===== config.mk =====
export PLATFORM = sky130hd
export DESIGN_NAME = acc_top
export DESIGN_NICKNAME = d
export VERILOG_FILES = /design/src/design/acc_pkg.sv /design/src/design/acc_top.sv
export SDC_FILE = /design/constraint.sdc
export NUM_CORES = 1
export LEC_CHECK = 0
export ABC_CLOCK_PERIOD_IN_PS = 6600
export BUFFER_PORTS_ARGS = -buffer_cell sky130_fd_sc_hd__buf_2
export CAP_MARGIN = 10
export CORE_MARGIN = 2
export CORE_UTILIZATION = 48
export CTS_BUF_LIST = sky130_fd_sc_hd__clkbuf_8
export CTS_CLUSTER_SIZE = 10
export DETAILED_ROUTE_END_ITERATION = 10
export PLACE_DENSITY = 0.87
export SLEW_MARGIN = 5
export SYNTH_ARGS = -nofsm -noshare
export SYNTH_HDL_FRONTEND = slang
export SYNTH_SLANG_ARGS = --single-unit

===== constraint.sdc =====
create_clock -name ref_clk -period 6.6 [get_ports ref_clk]
set_input_delay 1.98 -clock ref_clk [delete_from_list [all_inputs] [get_ports ref_clk]]
set_output_delay 1.98 -clock ref_clk [all_outputs]
set_load 0.02 [all_outputs]

===== src/design/acc_pkg.sv =====
// Package for the analog comparator control block: offsets, fields, reset values
package acc_pkg;
    localparam logic [3:0] ACC_OFS_CTRL = 4'h0;
    localparam logic [3:0] ACC_OFS_IRQ_STATUS = 4'h4;
    localparam logic [3:0] ACC_OFS_IRQ_MASK = 4'h8;
    localparam logic [3:0] ACC_OFS_POWER = 4'hC;
    localparam int ACC_BIT_ENABLE = 7;
    localparam int ACC_BIT_REFSEL = 6;
    localparam int ACC_BIT_FLAG = 5;
    localparam int ACC_BIT_IRQEN = 4;
    localparam int ACC_BIT_LEVEL = 3;
    localparam int ACC_BIT_PINEN = 2;
    localparam int ACC_BIT_POWER_STOP3 = 0;
    localparam int ACC_BIT_POWER_DEEP = 1;
    localparam logic [7:0] ACC_CTRL_RESET = 8'h00;
    localparam logic ACC_FLAG_RESET = 1'b0;
    localparam logic [1:0] ACC_STS_RESET = 2'h0;
    localparam logic [1:0] ACC_STS_WAKE = 2'h2;
    localparam logic [1:0] ACC_MASK_RESET = 2'h0;
    localparam logic [1:0] ACC_EDGE_FALL0 = 2'h0;
    localparam logic [1:0] ACC_EDGE_RISE = 2'h1;
    localparam logic [1:0] ACC_EDGE_FALL2 = 2'h2;
    localparam logic [1:0] ACC_EDGE_BOTH = 2'h3;
    // Output pin is not bonded out on this device
    localparam logic ACC_HAS_OUT_PIN = 1'b0;

    typedef struct packed {
        logic module_enable_bit;
        logic reference_select;
        logic compare_irq_enable;
        logic output_pin_enable;
        logic [1:0] event_edge_select;
    } acc_ctrl_s;

    localparam acc_ctrl_s ACC_CTRL_S_RESET = '{default: '0};
endpackage


===== src/design/acc_top.sv =====
// Analog comparator control: register, event detection, interrupt, pin steering
`timescale 1ns/1ps
module acc_top (
    input wire logic ref_clk,
    input wire logic rst,
    input wire logic [3:0] avs_address,
    input wire logic avs_read,
    input wire logic avs_write,
    input wire logic [31:0] avs_writedata,
    input wire logic [3:0] avs_byteenable,
    output logic [31:0] avs_readdata,
    output logic avs_waitrequest,
    input wire logic stop3_active,
    input wire logic deep_stop_wake,
    input wire logic comparator_raw_out,
    output logic analog_enable,
    output logic noninv_from_bandgap,
    output logic inverting_from_pin,
    output logic comparator_out_pin,
    output logic comparator_out_pin_oe,
    output logic irq
);
    acc_pkg::acc_ctrl_s ctrl_r;
    acc_pkg::acc_ctrl_s ctrl_nxt;
    logic flag_r;
    logic flag_nxt;
    logic [1:0] sts_r;
    logic [1:0] sts_nxt;
    logic [1:0] mask_r;
    logic [1:0] mask_nxt;
    logic sync1_r;
    logic sync2_r;
    logic prev_r;
    logic ack_r;
    logic [31:0] rdata_r;
    logic stop3_s1_r;
    logic stop3_s2_r;
    logic wake_s1_r;
    logic wake_s2_r;
    logic wake_prev_r;

    function automatic logic edge_hit(input logic [1:0] sel, input logic rise, input logic fall);
        case (sel)
            acc_pkg::ACC_EDGE_RISE: edge_hit = rise;
            acc_pkg::ACC_EDGE_BOTH: edge_hit = rise | fall;
            default: edge_hit = fall;
        endcase
    endfunction

    // Bus decode: one wait cycle, answer on the following edge
    wire logic access = avs_read | avs_write;
    wire logic wr_fire = avs_write & ack_r;
    wire logic rd_fire = avs_read & ack_r;
    wire logic wr_ctrl = wr_fire & (avs_address == acc_pkg::ACC_OFS_CTRL) & avs_byteenable[0];
    wire logic wr_sts = wr_fire & (avs_address == acc_pkg::ACC_OFS_IRQ_STATUS) & avs_byteenable[0];
    wire logic wr_mask = wr_fire & (avs_address == acc_pkg::ACC_OFS_IRQ_MASK) & avs_byteenable[0];
    wire logic [7:0] wd = avs_writedata[7:0];

    // Stop level 3 freezes all state but the bus handshake and the stop/wake synchronisers;
    // a deep-stop wake is an edge restoring reset values, even in stop, with status bit 1 set
    wire logic frozen = stop3_s2_r;
    wire logic wake_pulse = wake_s2_r & ~wake_prev_r;
    wire logic enabled = ctrl_r.module_enable_bit & ~frozen;
    wire logic level = enabled & sync2_r;
    wire logic rise = enabled & sync2_r & ~prev_r;
    wire logic fall = enabled & ~sync2_r & prev_r;
    wire logic event_hit = edge_hit(ctrl_r.event_edge_select, rise, fall);
    wire logic clr_flag = (wr_ctrl & wd[acc_pkg::ACC_BIT_FLAG]) | (wr_sts & wd[0]);
    wire logic [7:0] ctrl_byte = {ctrl_r.module_enable_bit, ctrl_r.reference_select, flag_r,
        ctrl_r.compare_irq_enable, level, ctrl_r.output_pin_enable, ctrl_r.event_edge_select};
    wire logic [31:0] rd_mux =
        (avs_address == acc_pkg::ACC_OFS_CTRL) ? {24'h000000, ctrl_byte} :
        (avs_address == acc_pkg::ACC_OFS_IRQ_STATUS) ? {30'h0, sts_r} :
        (avs_address == acc_pkg::ACC_OFS_IRQ_MASK) ? {30'h0, mask_r} :
        (avs_address == acc_pkg::ACC_OFS_POWER) ? {30'h0, wake_s2_r, stop3_s2_r} :
        32'h00000000;

    always_comb begin
        ctrl_nxt = ctrl_r;
        if (wr_ctrl) begin
            ctrl_nxt.module_enable_bit = wd[acc_pkg::ACC_BIT_ENABLE];
            ctrl_nxt.reference_select = wd[acc_pkg::ACC_BIT_REFSEL];
            ctrl_nxt.compare_irq_enable = wd[acc_pkg::ACC_BIT_IRQEN];
            ctrl_nxt.output_pin_enable = acc_pkg::ACC_HAS_OUT_PIN & wd[acc_pkg::ACC_BIT_PINEN];
            ctrl_nxt.event_edge_select = wd[1:0];
        end
    end

    // Set beats clear when both land in one cycle
    assign flag_nxt = event_hit | (flag_r & ~clr_flag);
    assign sts_nxt[0] = event_hit | (sts_r[0] & ~(wr_sts & wd[0]));
    assign sts_nxt[1] = wake_pulse | (sts_r[1] & ~(wr_sts & wd[1]));
    assign mask_nxt = wr_mask ? wd[1:0] : mask_r;

    always_ff @(posedge ref_clk or posedge rst) begin
        if (rst) begin
            stop3_s1_r <= 1'b0;
            stop3_s2_r <= 1'b0;
            wake_s1_r <= 1'b0;
            wake_s2_r <= 1'b0;
            wake_prev_r <= 1'b0;
        end else begin
            stop3_s1_r <= stop3_active;
            stop3_s2_r <= stop3_s1_r;
            wake_s1_r <= deep_stop_wake;
            wake_s2_r <= wake_s1_r;
            wake_prev_r <= wake_s2_r;
        end
    end

    // Comparator output is asynchronous to the bus clock
    always_ff @(posedge ref_clk or posedge rst) begin
        if (rst) begin
            sync1_r <= 1'b0;
            sync2_r <= 1'b0;
            prev_r <= 1'b0;
        end else if (!frozen) begin
            sync1_r <= comparator_raw_out;
            sync2_r <= sync1_r;
            prev_r <= sync2_r & ctrl_r.module_enable_bit;
        end
    end

    always_ff @(posedge ref_clk or posedge rst) begin
        if (rst) begin
            ctrl_r <= acc_pkg::ACC_CTRL_S_RESET;
        end else if (wake_pulse) begin
            ctrl_r <= acc_pkg::ACC_CTRL_S_RESET;
        end else if (!frozen) begin
            ctrl_r <= ctrl_nxt;
        end
    end

    always_ff @(posedge ref_clk or posedge rst) begin
        if (rst) begin
            flag_r <= acc_pkg::ACC_FLAG_RESET;
        end else if (wake_pulse) begin
            flag_r <= acc_pkg::ACC_FLAG_RESET;
        end else if (!frozen) begin
            flag_r <= flag_nxt;
        end
    end

    always_ff @(posedge ref_clk or posedge rst) begin
        if (rst) begin
            sts_r <= acc_pkg::ACC_STS_RESET;
        end else if (wake_pulse) begin
            sts_r <= acc_pkg::ACC_STS_WAKE;
        end else if (!frozen) begin
            sts_r <= sts_nxt;
        end
    end

    always_ff @(posedge ref_clk or posedge rst) begin
        if (rst) begin
            mask_r <= acc_pkg::ACC_MASK_RESET;
        end else if (wake_pulse) begin
            mask_r <= acc_pkg::ACC_MASK_RESET;
        end else if (!frozen) begin
            mask_r <= mask_nxt;
        end
    end

    always_ff @(posedge ref_clk or posedge rst) begin
        if (rst) begin
            ack_r <= 1'b0;
            rdata_r <= 32'h00000000;
        end else begin
            ack_r <= access & ~ack_r;
            rdata_r <= rd_fire ? rd_mux : rdata_r;
        end
    end

    // Read data must stand at the edge waitrequest is low, so it is driven combinationally there
    assign avs_readdata = ack_r ? rd_mux : rdata_r;
    assign avs_waitrequest = access & ~ack_r;

    assign analog_enable = enabled;
    assign noninv_from_bandgap = ctrl_r.reference_select;
    assign inverting_from_pin = 1'b1;
    assign comparator_out_pin = level & ctrl_r.output_pin_enable;
    assign comparator_out_pin_oe = ctrl_r.output_pin_enable;
    assign irq = (ctrl_r.compare_irq_enable & flag_r) | |(sts_r & mask_r);

    flag_sets_a: assert property (@(posedge ref_clk) disable iff (rst)
        (event_hit && !wake_pulse && !frozen) |=> flag_r)
        else $error("flag missed event");

    flag_clear_a: assert property (@(posedge ref_clk) disable iff (rst)
        (clr_flag && !event_hit && !frozen) |=> !flag_r)
        else $error("flag not cleared");

    irq_follow_a: assert property (@(posedge ref_clk) disable iff (rst)
        (ctrl_r.compare_irq_enable && flag_r) |-> irq)
        else $error("irq missing");

    level_off_a: assert property (@(posedge ref_clk) disable iff (rst)
        !ctrl_r.module_enable_bit |-> !ctrl_byte[acc_pkg::ACC_BIT_LEVEL])
        else $error("level not 0");

    pin_reserved_a: assert property (@(posedge ref_clk) disable iff (rst)
        !comparator_out_pin_oe)
        else $error("pin enable took a write");

    stop_hold_a: assert property (@(posedge ref_clk) disable iff (rst)
        (frozen && !wake_pulse) |=> $stable(ctrl_r) && $stable(flag_r))
        else $error("state moved in stop");

    wake_reset_a: assert property (@(posedge ref_clk) disable iff (rst)
        wake_pulse |=> (ctrl_r == acc_pkg::ACC_CTRL_S_RESET) && !flag_r)
        else $error("wake no reset");

    sync_path_a: assert property (@(posedge ref_clk) disable iff (rst)
        enabled ##1 enabled[*2] |-> level == $past(comparator_raw_out, 2))
        else $error("sync depth wrong");

    rise_only_a: assert property (@(posedge ref_clk) disable iff (rst)
        (ctrl_r.event_edge_select == acc_pkg::ACC_EDGE_RISE && fall) |-> !event_hit)
        else $error("fall counted in rise mode");

    enable_write_a: assert property (@(posedge ref_clk) disable iff (rst)
        (wr_ctrl && !frozen && !wake_pulse) |=> ctrl_r.module_enable_bit == $past(wd[acc_pkg::ACC_BIT_ENABLE]))
        else $error("enable bit not written");

    refsel_write_a: assert property (@(posedge ref_clk) disable iff (rst)
        (wr_ctrl && !frozen && !wake_pulse) |=> noninv_from_bandgap == $past(wd[acc_pkg::ACC_BIT_REFSEL]))
        else $error("reference select not applied");

    irqen_write_a: assert property (@(posedge ref_clk) disable iff (rst)
        (wr_ctrl && !frozen && !wake_pulse) |=> ctrl_r.compare_irq_enable == $past(wd[acc_pkg::ACC_BIT_IRQEN]))
        else $error("irq enable not written");

    mode_write_a: assert property (@(posedge ref_clk) disable iff (rst)
        (wr_ctrl && !frozen && !wake_pulse) |=> ctrl_r.event_edge_select == $past(wd[1:0]))
        else $error("edge select not written");

    inv_pin_a: assert property (@(posedge ref_clk) disable iff (rst)
        inverting_from_pin)
        else $error("inverting input left its pin");

    flag_no_spur_a: assert property (@(posedge ref_clk) disable iff (rst)
        (!flag_r && !event_hit) |=> !flag_r)
        else $error("flag set without event");

    flag_keep_a: assert property (@(posedge ref_clk) disable iff (rst)
        (flag_r && !clr_flag && !wake_pulse) |=> flag_r)
        else $error("flag lost without clear");

    flag_read_a: assert property (@(posedge ref_clk) disable iff (rst)
        (rd_fire && avs_address == acc_pkg::ACC_OFS_CTRL) |-> avs_readdata[acc_pkg::ACC_BIT_FLAG] == flag_r)
        else $error("flag read wrong");

    irq_quiet_a: assert property (@(posedge ref_clk) disable iff (rst)
        (!ctrl_r.compare_irq_enable && (sts_r & mask_r) == 2'h0) |-> !irq)
        else $error("irq while disabled");

    irq_flag_off_a: assert property (@(posedge ref_clk) disable iff (rst)
        (!flag_r && (sts_r & mask_r) == 2'h0) |-> !irq)
        else $error("irq without flag");

    irq_mask_a: assert property (@(posedge ref_clk) disable iff (rst)
        ((sts_r & mask_r) != 2'h0) |-> irq)
        else $error("unmasked status gives no irq");

    level_track_a: assert property (@(posedge ref_clk) disable iff (rst)
        enabled |-> level == sync2_r)
        else $error("level not from synchroniser");

    level_read_a: assert property (@(posedge ref_clk) disable iff (rst)
        (rd_fire && avs_address == acc_pkg::ACC_OFS_CTRL) |-> avs_readdata[acc_pkg::ACC_BIT_LEVEL] == level)
        else $error("level read wrong");

    level_dis_rd_a: assert property (@(posedge ref_clk) disable iff (rst)
        (rd_fire && avs_address == acc_pkg::ACC_OFS_CTRL && !ctrl_r.module_enable_bit)
        |-> !avs_readdata[acc_pkg::ACC_BIT_LEVEL]) else $error("level read while off");

    pin_quiet_a: assert property (@(posedge ref_clk) disable iff (rst)
        !comparator_out_pin_oe |-> !comparator_out_pin)
        else $error("pin driven while not enabled");

    pin_write_a: assert property (@(posedge ref_clk) disable iff (rst)
        wr_ctrl |=> !ctrl_r.output_pin_enable)
        else $error("pin enable stored");

    pin_read_zero_a: assert property (@(posedge ref_clk) disable iff (rst)
        (rd_fire && avs_address == acc_pkg::ACC_OFS_CTRL) |-> !avs_readdata[acc_pkg::ACC_BIT_PINEN])
        else $error("pin enable reads 1");

    fall_code_a: assert property (@(posedge ref_clk) disable iff (rst)
        (ctrl_r.event_edge_select != acc_pkg::ACC_EDGE_RISE && fall) |-> event_hit)
        else $error("falling edge missed");

    rise_code_a: assert property (@(posedge ref_clk) disable iff (rst)
        (ctrl_r.event_edge_select[0] && rise) |-> event_hit)
        else $error("rising edge missed");

    rise_ignored_a: assert property (@(posedge ref_clk) disable iff (rst)
        (!ctrl_r.event_edge_select[0] && rise) |-> !event_hit)
        else $error("rise counted in fall mode");

    stop_no_event_a: assert property (@(posedge ref_clk) disable iff (rst)
        frozen |-> !event_hit)
        else $error("event seen in stop");

    stop_core_off_a: assert property (@(posedge ref_clk) disable iff (rst)
        frozen |-> !analog_enable)
        else $error("core on in stop");

    stop_sync_hold_a: assert property (@(posedge ref_clk) disable iff (rst)
        frozen |=> $stable(sync2_r) && $stable(prev_r))
        else $error("synchroniser moved in stop");

    stop_regs_hold_a: assert property (@(posedge ref_clk) disable iff (rst)
        (frozen && !wake_pulse) |=> $stable(sts_r) && $stable(mask_r))
        else $error("status moved in stop");

    wake_status_a: assert property (@(posedge ref_clk) disable iff (rst)
        wake_pulse |=> (sts_r == acc_pkg::ACC_STS_WAKE) && (mask_r == acc_pkg::ACC_MASK_RESET))
        else $error("wake status wrong");

    wake_irq_a: assert property (@(posedge ref_clk) disable iff (rst)
        wake_pulse |=> !irq)
        else $error("irq after wake");

    sync_two_a: assert property (@(posedge ref_clk) disable iff (rst)
        !frozen |=> sync2_r == $past(sync1_r))
        else $error("second stage skipped");

    edge_needs_en_a: assert property (@(posedge ref_clk) disable iff (rst)
        !enabled |-> !rise && !fall)
        else $error("edge while disabled");
endmodule


### Yosys cells after proc, flatten, opt, wreduce, memory -nomap -nowiden

Index checks and enable logic that the tools add are counted.

* equality and inequality tests: 6
* multiplexer cells: 16
* reduce and logical (&&, ||, !) cells: 6
* bitwise gates (word level): 40

Operator list (count)
* $mux W32: 1
* $and A1 B1 Y1: 24
* $mux W6: 3
* $mux W2: 8
* $eq A4 B4 Y1 const B: 2
* $mux W8: 1
* $not A1 Y1: 8
* $or A1 B1 Y1: 7
* $eq A4 B3 Y1 const B: 1
* $logic_not A4 Y1: 1
* $reduce_and A2 Y1: 2
* $reduce_bool A2 Y1: 2
* $and A2 B2 Y2: 1
* $eq A2 B1 Y1 const B: 1
* $eq A2 B2 Y1 const B: 1
* $mux W1: 2
* $ne A2 B1 Y1 const B: 1
* $pmux W1 S2: 1
* $reduce_or A2 Y1: 1

* flip-flop bits (word level): 52
* logic and storage cells: 86
* output and inout bits: 39

### Logic depth before layout (Yosys ltp)

* depth after elaboration: 10
* gate-level depth with buffers: 5
* mapped depth without buffers: 3

### Worst setup path after synthesis

Ideal clock, no wire load.

* kind: input port to output port
* start: input port avs_address[2]
* end: output port avs_readdata[3]
* slack: 1.511 ns
* stages: 4
* arrival time: 3.109 ns
* cells stage by stage: buf_2 nor4_4 nand3_1 mux2i_1

* longest elaborated chain between the ends: 3

Ends and longest elaborated chain
* start, declared: RTL line acc_top.sv:6 `input wire logic [3:0] avs_address,`
* $logic_not A4 Y1: RTL line acc_top.sv:72 `(avs_address == acc_pkg::ACC_OFS_CTRL) ? {24'h000000, ctrl_byte} :`
* $mux W8: RTL line acc_top.sv:72
* $mux W32: RTL line acc_top.sv:175 `assign avs_readdata = ack_r ? rd_mux : rdata_r;`
* end, declared: RTL line acc_top.sv:11 `output logic [31:0] avs_readdata,`

No other way between the ends.

### Worst setup path after layout

* start: input port avs_address[1]
* end: output port avs_readdata[3]

Same word-level chain as after synthesis.

==> impl_results.md <==
- DRT Pass-1 Iters: 4
- IO Count: 86
- Max Cap Viol: 0
- Fin. max-slew vios: 0
- Area growth syn-to-layout: 6.93%
- Fill cell count: roughly 280
- CP required: between 4000 and 5000 ps
- Largest net degree at the start of global routing: 27
- Grt ovf: 0
- Total power: about 0.32 mW
- Status: completed
- Cell taking the most area after synthesis: dfrtp_1
- Register area share after synthesis: 0.440
- Worst slew pin tran: 970 ps
- Syn Inst Count: ~160
- Initial Util: 0.493
- Clk root buf: clkbuf_8
- Total CTS buffers: 3
- DR vias/cell: 5.00
- Core Area: between 3000 and 4000 µm²
- Sum Neg Setup Slack: 0 ps
- CTS max path bufs: 2
- CTS resizes: 0
- Maximum VDD drop: 0.106 mV
- Crit path max fanout: 10
- Post-CTS Setup Bufs: 0
- Syn Std Cell Area: 1480 µm²
- Most used DFF post-synth: dfrtp_1
- Crit path time final: 5370 ps
- Initial antenna violation count: 0
- Critical Path AT: 3390 ps
- Vias in the first global route: 958
- Worst Setup End Kind: output port
- Final net count: 228
- GRT Overall Usage: 0.165
- Hold_buf cts: 0
- Hold Startpoint: stop3_s1_r
- WS Path Type: in2out
- Pwr Density: 201 nW/µm²
- WL per Instance: between 10 and 15 µm
- Die X: between 50 and 60 µm
- CTS tree: yes
- Row count: 20
- Worst hold margin: 354 ps
- Vias post-DR: 1064
- GPL Wtd Cong: 0.800
- # clock sinks: 26
- Port Buffers: 28
- Clock Latency Late Sink: approximately 260 ps
- Reg-to-reg critical path startpoint: ack_r
- Worst hold path class: reg2reg
- RSZ-0062 raised after global routing: false
- Post-synth cell types: 34
- Yosys reg bits: 26
- Final worst-path cycle share: 0.814
- Critical Path Source: avs_address[1]
- Yosys top cell area share: 0.440
- Post-route cell area: 1580 µm²
- ANT cells: 0
- Post-route ant nets: 0
- CTS H-tree lvls: 1
- Async S/R FF share, synth: 1.00
- Commonest non-fill, non-tap cells in the layout: conb_1 (28), buf_2 (28), nand2_1 (26), dfrtp_1 (26), mux2i_1 (13)
- DIE AREA: 3540 µm²
- Yosys Warn Count: 0
- EDFF count, synth: 0
- DP HPWL: 2020 µm
- Share of cells above drive strength 1: 0.217
- Residual DRC: 0
- LEAKAGE: 0.826 nW
- Die H: 59.5 µm
- Setup crit start kind: primary input
- Final count of negative-setup-slack endpoints: 0
- Final core occ: 0.527
- Clock slew at reported path FFs: about 90 ps
- Placed Area: ~1500 µm²
- Mean Syn Cell Area: ~9.5 µm²
- First-pass GRT wire length: 4340 µm
- Max Freq: 0.186 GHz
- Final hold violations: 0
- Initial drt markers: 27
- Synth area leaders: dfrtp_1 (44%), buf_4 (14%), mux2i_1 (8.8%), nand2_1 (6.6%), o21ai_0 (3.0%)
- Worst clock skew: about 3.8 ps
- Wirelength, routed: 2720 µm
- Max-slew headroom: 0.352
==> critical path, stage by stage <==
cell	delay (ps)
buf_2	130
nor4_4	670
nand3_1	210
mux2i_1	210
buf_2	190
==> metrics by stage <==
step                      setup WS (ps)  std cells
after detailed placement           1300        209
after global placement             1300        209
after CTS                          1240        213
after floorplan                    1510        181
final                              1230        213
after global routing               1130        213
==> flip-flops by register name (all words and copies together), names as in the netlist, 2 cells and up <==
| register | cells |
|---|---|
| sts_r | 2 |
| mask_r | 2 |
| rdata_r | 7 |
| ctrl_byte | 4 |
==> synth_stat cells (2+ instances only) <==
| cell | number |
|---|---|
| nand3_1 | 5 |
| buf_2 | 2 |
| o21ai_0 | 9 |
| a21oi_1 | 2 |
| conb_1 | 2 |
| o22a_1 | 2 |
| nor2_1 | 4 |
| mux2_2 | 2 |
| buf_4 | 28 |
| inv_1 | 8 |
| nand2b_1 | 2 |
| clkbuf_1 | 3 |
| dfrtp_1 | 26 |
| nand2_1 | 26 |
| o21ai_1 | 3 |
| mux2i_1 | 13 |
==> final timing paths <==
check	to	slack, ps	cells after the start
setup / recovery	avs_readdata[3]	1230	5
hold reg to reg	frozen	350	0
setup reg to reg	flag_r	4990	3
hold / removal	frozen	350	0
max in group asynchronous	wake_s2_r	4090	2
min in group asynchronous	rdata_r[6]	1920	2
==> cell type report <==
type | instances | area [µm²] | share of cell area
multi-input cells | 114 | 666 | 0.421
repair buffers | 28 | 140 | 0.0885
inverters | 8 | 30.0 | 0.0190
clock buffers | 4 | 55.1 | 0.0348
well taps | 33 | 41.3 | 0.0261
flip-flops and latches | 26 | 651 | 0.411
==> routing by layer <==
layer,routed length [µm],vias up,GRT usage,part of all wire
met4,17,0,0.0667,0.0063
met2,1340,39,0.268,0.49
met3,162,2,0.0240,0.060
li1,-,515,-,-
met5,0,-,0,0
met1,1200,508,0.220,0.44
==> power by group <==
part           leakage [nW]  internal, mW  switching, mW  total [mW]
Combinational         0.458        0.0125         0.0349      0.0473
Sequential            0.339         0.164        0.00631       0.170
Clock                0.0288        0.0532         0.0477       0.101
Total                 0.826         0.230         0.0889       0.319
==> cell families after synthesis <==
kind of cell           Yosys count  share of synthesized area
other                            2                    0.00507
AOI/OAI and AO/OA               22                     0.0930
muxes                           15                      0.103
buffers and inverters           41                      0.177
DFF                             26                      0.440
and+or+nand+nor                 49                      0.183
Power figures use the tool's default switching activity.
